$ cat config.mk
export PLATFORM = sky130hd
export DESIGN_NAME = cdiv_top
export DESIGN_NICKNAME = d
export VERILOG_FILES = /design/src/common/cdiv_pkg.sv /design/src/design/cdiv_top.sv /design/src/design/cdiv_pullup.sv
export SDC_FILE = /design/constraint.sdc
export NUM_CORES = 1
export LEC_CHECK = 0
export ABC_CLOCK_PERIOD_IN_PS = 2500
export BUFFER_PORTS_ARGS = -buffer_cell sky130_fd_sc_hd__buf_2
export CAP_MARGIN = 20
export CORE_AREA = 3 3 40 42
export DETAILED_ROUTE_END_ITERATION = 8
export DIE_AREA = 0 0 43 45
export PLACE_DENSITY = 0.67
export SYNTH_ARGS = -nofsm -noshare
export SYNTH_HDL_FRONTEND = slang
export SYNTH_HIERARCHICAL = 1
export SYNTH_SLANG_ARGS = --single-unit
$ cat constraint.sdc
create_clock -name sys_clk -period 2.5 [get_ports sys_clk]
set_input_delay 0.125 -clock sys_clk [delete_from_list [all_inputs] [get_ports sys_clk]]
set_output_delay 0.125 -clock sys_clk [all_outputs]
set_load 0.005 [all_outputs]
$ cat src/common/cdiv_pkg.sv
// Constants shared by the divide-by-three/five clock divider
package cdiv_pkg;
	// ----------------------------------------
	// Divide ratios, counted in input clock edges (both edges)
	// ----------------------------------------
	localparam logic [2:0] CDIV_DIV3_LAST = 3'h2; // Toggle after three half periods
	localparam logic [2:0] CDIV_DIV5_LAST = 3'h4; // Toggle after five half periods
	localparam logic [2:0] CDIV_CNT_RST = 3'h0;
	// ----------------------------------------
	// Reset and default levels
	// ----------------------------------------
	localparam logic CDIV_OUT_RST = 1'h0;    // True output low in reset
	localparam logic CDIV_EN_RST = 1'h0;     // Enable taken as off until first edges
	localparam logic CDIV_PULL_LVL = 1'h1;   // Undriven control pin reads high
	localparam logic CDIV_IN_OPEN_P = 1'h0;  // Open differential input rests low
	localparam logic CDIV_IN_OPEN_N = 1'h1;
	// Control pin indices for the pull-up array
	localparam int CDIV_NPINS = 3;
	localparam int CDIV_PIN_SEL = 0;
	localparam int CDIV_PIN_EN = 1;
	localparam int CDIV_PIN_FLN = 2;
endpackage

$ cat src/design/cdiv_top.sv
// Divide-by-three/five clock divider with synchronous enable and fail-safe input
`timescale 1ns/10ps
`default_nettype none
// What this block does
// - Divide input clock by three when select low, by five when high.
// - Undriven select, enable and reset pins read as logic high.
// - Disabled output holds true output low, complement high.
// - Enable change applies after one input rising then one falling edge.
// - Low reset pin forces outputs immediately, without input clock edges.
// - Collapsed input clock keeps the output static; a missing one may still count one last falling edge first.
// - Undriven differential input settles to a defined level, no clocking.
// - Divide-by-three output high time within 46 to 54 percent, both edges.
// - Divide-by-five output high time within 47 to 53 percent.
module cdiv_top (
	// System
	input wire logic sys_clk,
	input wire logic nrst,
	// Differential input clock, sampled on sys_clk
	input wire logic clk_in_p,
	input wire logic clk_in_n,
	input wire logic clk_in_oe,
	// Control pins, each with a drive flag for the pull-up
	input wire logic ratio_sel,
	input wire logic ratio_sel_oe,
	input wire logic out_en,
	input wire logic out_en_oe,
	input wire logic force_low_n,
	input wire logic force_low_n_oe,
	// Differential output
	output logic clk_out_q,
	output logic clk_out_n_q
);
	// ----------------------------------------
	// Control pin pull-ups
	// ----------------------------------------
	logic [cdiv_pkg::CDIV_NPINS-1:0] pin_drv;
	logic [cdiv_pkg::CDIV_NPINS-1:0] pin_oe;
	logic [cdiv_pkg::CDIV_NPINS-1:0] pin_lvl;
	assign pin_drv = {force_low_n, out_en, ratio_sel};
	assign pin_oe = {force_low_n_oe, out_en_oe, ratio_sel_oe};
	genvar gi;
	generate
		for (gi = 0; gi < cdiv_pkg::CDIV_NPINS; gi++) begin : g_pull
			cdiv_pullup u_pull (
				.pin_drv(pin_drv[gi]),
				.pin_oe(pin_oe[gi]),
				.lvl(pin_lvl[gi])
			);
		end
	endgenerate
	wire sel_lvl = pin_lvl[cdiv_pkg::CDIV_PIN_SEL];
	wire en_lvl = pin_lvl[cdiv_pkg::CDIV_PIN_EN];
	wire force_low_lvl_n = pin_lvl[cdiv_pkg::CDIV_PIN_FLN];
	// Force pin joins the reset so it acts with no clock at all
	wire arst_n = nrst & force_low_lvl_n;

	// ----------------------------------------
	// Input clock resolve and edge detect
	// ----------------------------------------
	// Open input rests at a fixed differential level, never mid-swing
	wire in_p = clk_in_oe ? clk_in_p : cdiv_pkg::CDIV_IN_OPEN_P;
	wire in_n = clk_in_oe ? clk_in_n : cdiv_pkg::CDIV_IN_OPEN_N;
	// Equal legs model a swing below threshold; edges are then ignored
	wire in_valid = in_p ^ in_n;
	// Raised while the input is unusable; counter and enable then freeze
	wire input_loss_guard = ~in_valid;
	logic in_prev_q;
	wire in_rise = in_valid & in_p & ~in_prev_q;
	wire in_fall = in_valid & ~in_p & in_prev_q;
	wire in_edge = in_rise | in_fall;

	// Previous level only moves on a valid input, so noise cannot fake edges
	always_ff @(posedge sys_clk or negedge arst_n) begin
		if (!arst_n) begin
			in_prev_q <= cdiv_pkg::CDIV_IN_OPEN_P;
		end else if (in_valid) begin
			in_prev_q <= in_p;
		end
	end

	// ----------------------------------------
	// Synchronous enable: caught on rise, applied on fall
	// ----------------------------------------
	logic en_rise_q;
	logic en_act_q;
	logic en_act_d;
	assign en_act_d = in_fall ? en_rise_q : en_act_q;

	always_ff @(posedge sys_clk or negedge arst_n) begin
		if (!arst_n) begin
			en_rise_q <= cdiv_pkg::CDIV_EN_RST;
			en_act_q <= cdiv_pkg::CDIV_EN_RST;
		end else begin
			en_rise_q <= in_rise ? en_lvl : en_rise_q;
			en_act_q <= en_act_d;
		end
	end

	// ----------------------------------------
	// Edge counter and output toggle
	// ----------------------------------------
	// Counting both edges gives an odd ratio with an exact half duty
	logic [2:0] edge_cnt_q;
	logic [2:0] edge_cnt_d;
	logic [2:0] div_last;
	logic wrap;
	logic clk_out_d;
	assign div_last = sel_lvl ? cdiv_pkg::CDIV_DIV5_LAST : cdiv_pkg::CDIV_DIV3_LAST;
	assign wrap = in_edge && (edge_cnt_q >= div_last);
	assign edge_cnt_d = !en_act_d ? cdiv_pkg::CDIV_CNT_RST :
		wrap ? cdiv_pkg::CDIV_CNT_RST :
		in_edge ? 3'(edge_cnt_q + 3'h1) : edge_cnt_q;
	// Disabling mid-pulse cuts only at a falling input edge
	assign clk_out_d = !en_act_d ? cdiv_pkg::CDIV_OUT_RST :
		wrap ? ~clk_out_q : clk_out_q;

	// Both legs from one next value so they can never disagree
	always_ff @(posedge sys_clk or negedge arst_n) begin
		if (!arst_n) begin
			edge_cnt_q <= cdiv_pkg::CDIV_CNT_RST;
			clk_out_q <= cdiv_pkg::CDIV_OUT_RST;
			clk_out_n_q <= ~cdiv_pkg::CDIV_OUT_RST;
		end else begin
			edge_cnt_q <= edge_cnt_d;
			clk_out_q <= clk_out_d;
			clk_out_n_q <= ~clk_out_d;
		end
	end

	// ----------------------------------------
	// Assertions
	// ----------------------------------------
	property p_compl;
		@(posedge sys_clk) disable iff (!arst_n) clk_out_q != clk_out_n_q;
	endproperty
	a_compl: assert property (p_compl) else $error("output legs not complementary");

	property p_disabled_low;
		@(posedge sys_clk) disable iff (!arst_n) !en_act_q |-> !clk_out_q && clk_out_n_q;
	endproperty
	a_disabled_low: assert property (p_disabled_low) else $error("output high while disabled");

	property p_en_on_fall;
		@(posedge sys_clk) disable iff (!arst_n)
			$changed(en_act_q) |-> $past(in_fall) && en_act_q == $past(en_rise_q);
	endproperty
	a_en_on_fall: assert property (p_en_on_fall) else $error("enable moved off a falling edge");

	property p_en_caught_rise;
		@(posedge sys_clk) disable iff (!arst_n) $changed(en_rise_q) |-> $past(in_rise);
	endproperty
	a_en_caught_rise: assert property (p_en_caught_rise) else $error("enable caught off rise");

	property p_failsafe;
		@(posedge sys_clk) disable iff (!arst_n) input_loss_guard |=> $stable(clk_out_q);
	endproperty
	a_failsafe: assert property (p_failsafe) else $error("output moved on invalid input");

	property p_ratio;
		@(posedge sys_clk) disable iff (!arst_n)
			$changed(clk_out_q) && en_act_q |-> $past(edge_cnt_q) == $past(div_last);
	endproperty
	a_ratio: assert property (p_ratio) else $error("toggle at wrong edge count");

	property p_force_low;
		@(posedge sys_clk) disable iff (!nrst) !force_low_lvl_n |-> !clk_out_q && clk_out_n_q;
	endproperty
	a_force_low: assert property (p_force_low) else $error("force low not obeyed");

	property p_force_wins;
		@(posedge sys_clk) disable iff (!nrst)
			!force_low_lvl_n && en_lvl |-> !clk_out_q && !en_act_q;
	endproperty
	a_force_wins: assert property (p_force_wins) else $error("enable beat force low");

	property p_pull_sel;
		@(posedge sys_clk) disable iff (!arst_n)
			!ratio_sel_oe |-> div_last == cdiv_pkg::CDIV_DIV5_LAST;
	endproperty
	a_pull_sel: assert property (p_pull_sel) else $error("open select not divide by five");

	property p_open_input;
		@(posedge sys_clk) disable iff (!arst_n) (!clk_in_oe) [*2] |-> !in_edge;
	endproperty
	a_open_input: assert property (p_open_input) else $error("open input clocked");

	property p_pull_en;
		@(posedge sys_clk) disable iff (!arst_n) !out_en_oe |-> en_lvl;
	endproperty
	a_pull_en: assert property (p_pull_en) else $error("open enable read low");

	property p_pull_force;
		@(posedge sys_clk) disable iff (!nrst) !force_low_n_oe |-> force_low_lvl_n;
	endproperty
	a_pull_force: assert property (p_pull_force) else $error("open force pin low");

	property p_open_level;
		@(posedge sys_clk) disable iff (!arst_n) !clk_in_oe |-> in_valid && !in_p;
	endproperty
	a_open_level: assert property (p_open_level) else $error("open input level");

	property p_dis_cnt;
		@(posedge sys_clk) disable iff (!arst_n)
			!en_act_q |-> edge_cnt_q == cdiv_pkg::CDIV_CNT_RST;
	endproperty
	a_dis_cnt: assert property (p_dis_cnt) else $error("count while disabled");

	property p_still;
		@(posedge sys_clk) disable iff (!arst_n) !in_edge |=> $stable(clk_out_q);
	endproperty
	a_still: assert property (p_still) else $error("output moved without edge");

	// ----------------------------------------
	// Coverage of the main scenarios
	// ----------------------------------------
	c_div3: cover property (@(posedge sys_clk) disable iff (!arst_n)
		!sel_lvl && en_act_q && $rose(clk_out_q));
	c_div5: cover property (@(posedge sys_clk) disable iff (!arst_n)
		sel_lvl && en_act_q && $fell(clk_out_q));
	c_disable: cover property (@(posedge sys_clk) disable iff (!arst_n) $fell(en_act_q));
	c_failsafe: cover property (@(posedge sys_clk) disable iff (!arst_n)
		en_act_q && input_loss_guard);
	c_force: cover property (@(posedge sys_clk) disable iff (!nrst) $fell(force_low_lvl_n));
endmodule
`default_nettype wire

$ cat src/design/cdiv_pullup.sv
// Weak pull-up model for an undriven control pin
`timescale 1ns/10ps
`default_nettype none
module cdiv_pullup (
	// Pin as driven from outside
	input wire logic pin_drv,
	input wire logic pin_oe,
	// Resolved level
	output logic lvl
);
	// Undriven pin defaults high, as the internal pull-up makes it
	assign lvl = pin_oe ? pin_drv : cdiv_pkg::CDIV_PULL_LVL;
endmodule
`default_nettype wire

==> run_summary.xml <==
<?xml version="1.0" encoding="UTF-8"?>
<metrics>
  <group name="die">
    <metric name="die_height" unit="um">45</metric>
    <metric name="core_area" unit="mm^2">0.00128</metric>
    <metric name="initial_utilization" unit="">0.385</metric>
    <metric name="dieWidth" unit="um">43</metric>
    <metric name="placementRows" unit="">13</metric>
    <metric name="die_area" unit="mm^2">0.00194</metric>
    <metric name="io_count" unit="">13</metric>
  </group>
  <group name="setup_path">
    <metric name="timing.critical_path.cells" unit="">ha_1, and3b_1, o31ai_2, xor2_1, or2_1</metric>
    <metric name="timing.critical_path.slowest_cell_delay" unit="ps">410</metric>
    <metric name="worstPathRequired" unit="ps">2680</metric>
    <metric name="worstPathArrival" unit="ps">1750</metric>
    <metric name="critical_path.slowest_cell" unit="">dfrtp_1</metric>
    <metric name="crit_path_max_fanout" unit="">4</metric>
    <metric name="end_kind" unit="">flip-flop</metric>
    <metric name="critical_path.startpoint_type" unit="">flip-flop</metric>
    <metric name="reg2regPathDepth" unit="">5</metric>
    <metric name="worstSetupPathType" unit="">reg2reg</metric>
  </group>
  <group name="sta">
    <metric name="final_hold_viol_count" unit="">0</metric>
    <metric name="worst_case_headroom_to_the_max_slew_limit" unit="">0.659</metric>
    <metric name="skew" unit="ps">10.9</metric>
    <metric name="timing.final.ws_setup" unit="ps">924</metric>
    <metric name="fin_max_slew_vios" unit="">0</metric>
    <metric name="post-route-period-util" unit="">0.630</metric>
    <metric name="final-setup-viol-count" unit="">0</metric>
    <metric name="clock.fmax" unit="MHz">634</metric>
    <metric name="rsz0062_at_grt" unit="">false</metric>
    <metric name="setup_tns" unit="ps">0</metric>
    <metric name="finalWorstPathRequiredPeriod" unit="ps">1580</metric>
    <metric name="timing_worst_slew_pin_value" unit="ps">498</metric>
  </group>
  <group name="global_routing">
    <metric name="antenna_found_initial" unit="">0</metric>
    <metric name="grt_first_pass_wirelength" unit="mm">1.38</metric>
    <metric name="overflow" unit="">0</metric>
    <metric name="pin_count_of_the_biggest_net_entering_global_routing" unit="">8</metric>
    <metric name="track_usage" unit="">0.0981</metric>
    <metric name="grt_pass1_vias" unit="">349</metric>
  </group>
  <group name="yosys">
    <metric name="yosys_register_bits" unit="">8</metric>
    <metric name="post_synthesis_instance_area" unit="um^2">494</metric>
    <metric name="synthesis.nets" unit="">66</metric>
    <metric name="synthesis_warning_total" unit="">6</metric>
    <metric name="synthesis.instances" unit="">50</metric>
    <metric name="seq_area_frac_synth" unit="">0.408</metric>
    <metric name="synth_cell_types" unit="">23</metric>
    <metric name="syn_area_per_cell" unit="um^2">9.88</metric>
  </group>
  <group name="cells_and_area">
    <metric name="final_layout_size_suffix_gt1_frac" unit="">0.294</metric>
    <metric name="diodes" unit="">0</metric>
    <metric name="area_delta_synth_final" unit="%">25.3</metric>
    <metric name="final_core_util" unit="">0.482</metric>
    <metric name="layout_nets" unit="">85</metric>
    <metric name="final_common_cell" unit="">buf_2</metric>
    <metric name="mostFrequentLayoutCells" unit="">12 x buf_2, 7 x dfrtp_1, 6 x nand2_1, 5 x inv_1, 5 x ha_1</metric>
    <metric name="finish.instance_area" unit="um^2">619</metric>
  </group>
  <group name="hold_path">
    <metric name="hold_path.class" unit="">in2async</metric>
  </group>
  <group name="clocking">
    <metric name="cts_buffer_depth" unit="">2</metric>
    <metric name="cts_tree" unit="">yes</metric>
    <metric name="worstSkewPairLatency" unit="ps">260</metric>
    <metric name="numClockSinks" unit="">8</metric>
    <metric name="cts_buf_count" unit="">3</metric>
    <metric name="clock-root-buffer" unit="">clkbuf_4</metric>
    <metric name="worst_setup_hold_path_clk_slew" unit="ps">60</metric>
    <metric name="htree_levels" unit="">1</metric>
    <metric name="post-cts-setup-buffers" unit="">0</metric>
  </group>
  <group name="pwr">
    <metric name="vdd_ir_drop_max" unit="uV">325</metric>
    <metric name="pwr_density_cell" unit="mW/mm^2">612</metric>
    <metric name="p_leak" unit="uW">0.000323</metric>
  </group>
  <group name="drt">
    <metric name="avgViaCountPerCell" unit="">4.54</metric>
    <metric name="remaining_antenna_violation_count" unit="">0</metric>
    <metric name="detailroute.via_count" unit="">377</metric>
    <metric name="routed_wl" unit="um">822</metric>
    <metric name="drcViolationCount" unit="">0</metric>
    <metric name="detail_route.wl_per_cell" unit="um">9.90</metric>
    <metric name="drt_iter0_drc" unit="">3</metric>
    <metric name="number_of_detailed_routing_iterations_run_before_antenna_repair" unit="">3</metric>
  </group>
  <group name="job">
    <metric name="max_cap_viol_count" unit="">0</metric>
  </group>
  <group name="placed_design">
    <metric name="gp_congestion" unit="">0.690</metric>
    <metric name="place_worst_setup_slack" unit="ps">936</metric>
    <metric name="hpwlAfterDp" unit="um">629</metric>
    <metric name="detailed_place.area" unit="um^2">573</metric>
    <metric name="port_buffers" unit="">12</metric>
  </group>
  <group name="run_status">
    <metric name="outcome" unit="">complete, no violations</metric>
  </group>
</metrics>
metrics by stage:
| step | hold slack [ps] | std cells | total power, uW |
|---|---|---|---|
| 3_5_place_dp | 163 | 77 | 272 |
| 2_1_floorplan | 23.7 | 50 | 242 |
| 5_1_grt | 61.3 | 83 | 409 |
| 4_1_cts | 44.5 | 83 | 387 |
| 3_3_place_gp | 157 | 77 | 269 |
| 6_report | 29.6 | 83 | 379 |
power by group:
group	internal, uW	total [uW]	switching (uW)
registers	160	175	15.6
clock network	61.2	108	47.0
logic	45.5	95.5	50.0
state kept, by name, summed over array words and instances, names as in the netlist:
name / count
clk_out_n_q: 1
clk_out_q: 1
edge_cnt_q: 3
en_act_q: 1
en_rise_q: 1
in_prev_q: 1
timing repair:
action,in CTS,in global routing
hold buffers,2,0
endpoints found under the hold margin,7,0
resized for setup,0,0
cell families after synthesis:
family,share of synthesized area
AO/OA/AOI/OAI,0.0658
XOR/XNOR,0.0177
adder cells (fa/ha/maj),0.127
buffers and inverters,0.0380
flip-flops,0.408
multiplexers,0.0937
AND/OR/NAND/NOR,0.251
Yosys cell counts:
cell type  number  area, um^2
a21oi_1         2        10.0
and2_1          1        6.26
and2b_1         1        7.51
and3b_1         1        8.76
dfrtp_1         7         175
dfstp_2         1        26.3
ha_1            5        62.6
inv_1           5        18.8
mux2_2          1        11.3
mux2_4          1        15.0
mux2i_1         2        20.0
nand2_1         6        22.5
nand2b_1        4        25.0
nand3_1         2        10.0
nor2_1          3        11.3
nor2b_1         1        6.26
nor3_1          1        5.00
nor4b_2         1        15.0
o21ai_0         1        5.00
o21ai_1         1        5.00
o31ai_2         1        12.5
or2_1           1        6.26
xor2_1          1        8.76
final cells by class:
type	instances	area [um^2]
Fill cell	125	666
Multi-Input combinational cell	37	274
Sequential cell	8	201
Timing Repair Buffer	14	80.1
Clock buffer	4	26.3
Inverter	5	18.8
Tap cell	15	18.8
worst max-delay path: cells and delay by family, from the launching register on:
| kind | cells | cell delay (ps) |
|---|---|---|
| compound gates | 1 | 270 |
| xor+xnor | 1 | 120 |
| flops | 1 | 410 |
| simple gates | 2 | 410 |
| fa+ha+maj | 1 | 290 |
routing by layer:
| metal | routed length (um) | global-route usage | vias up |
|---|---|---|---|
| met5 | 0 | 0 | - |
| li1 | - | - | 203 |
| met4 | 0 | 0.0723 | 0 |
| met3 | 65 | 0.0279 | 0 |
| met2 | 363 | 0.153 | 13 |
| met1 | 392 | 0.115 | 161 |
final timing paths:
| kind | startpoint | to | slack (ps) |
|---|---|---|---|
| setup / recovery | edge_cnt_q[2] | clk_out_n_q | 920 |
| hold / removal | force_low_n_oe | clk_out_n_q | 30 |
| setup reg to reg | edge_cnt_q[2] | clk_out_n_q | 920 |
| hold reg to reg | en_rise_q | en_rise_q | 500 |
| max in group asynchronous | nrst | en_act_q | 1240 |
| min in group sys_clk | clk_in_p | in_prev_q | 170 |
Power figures use the tool's default switching activity.
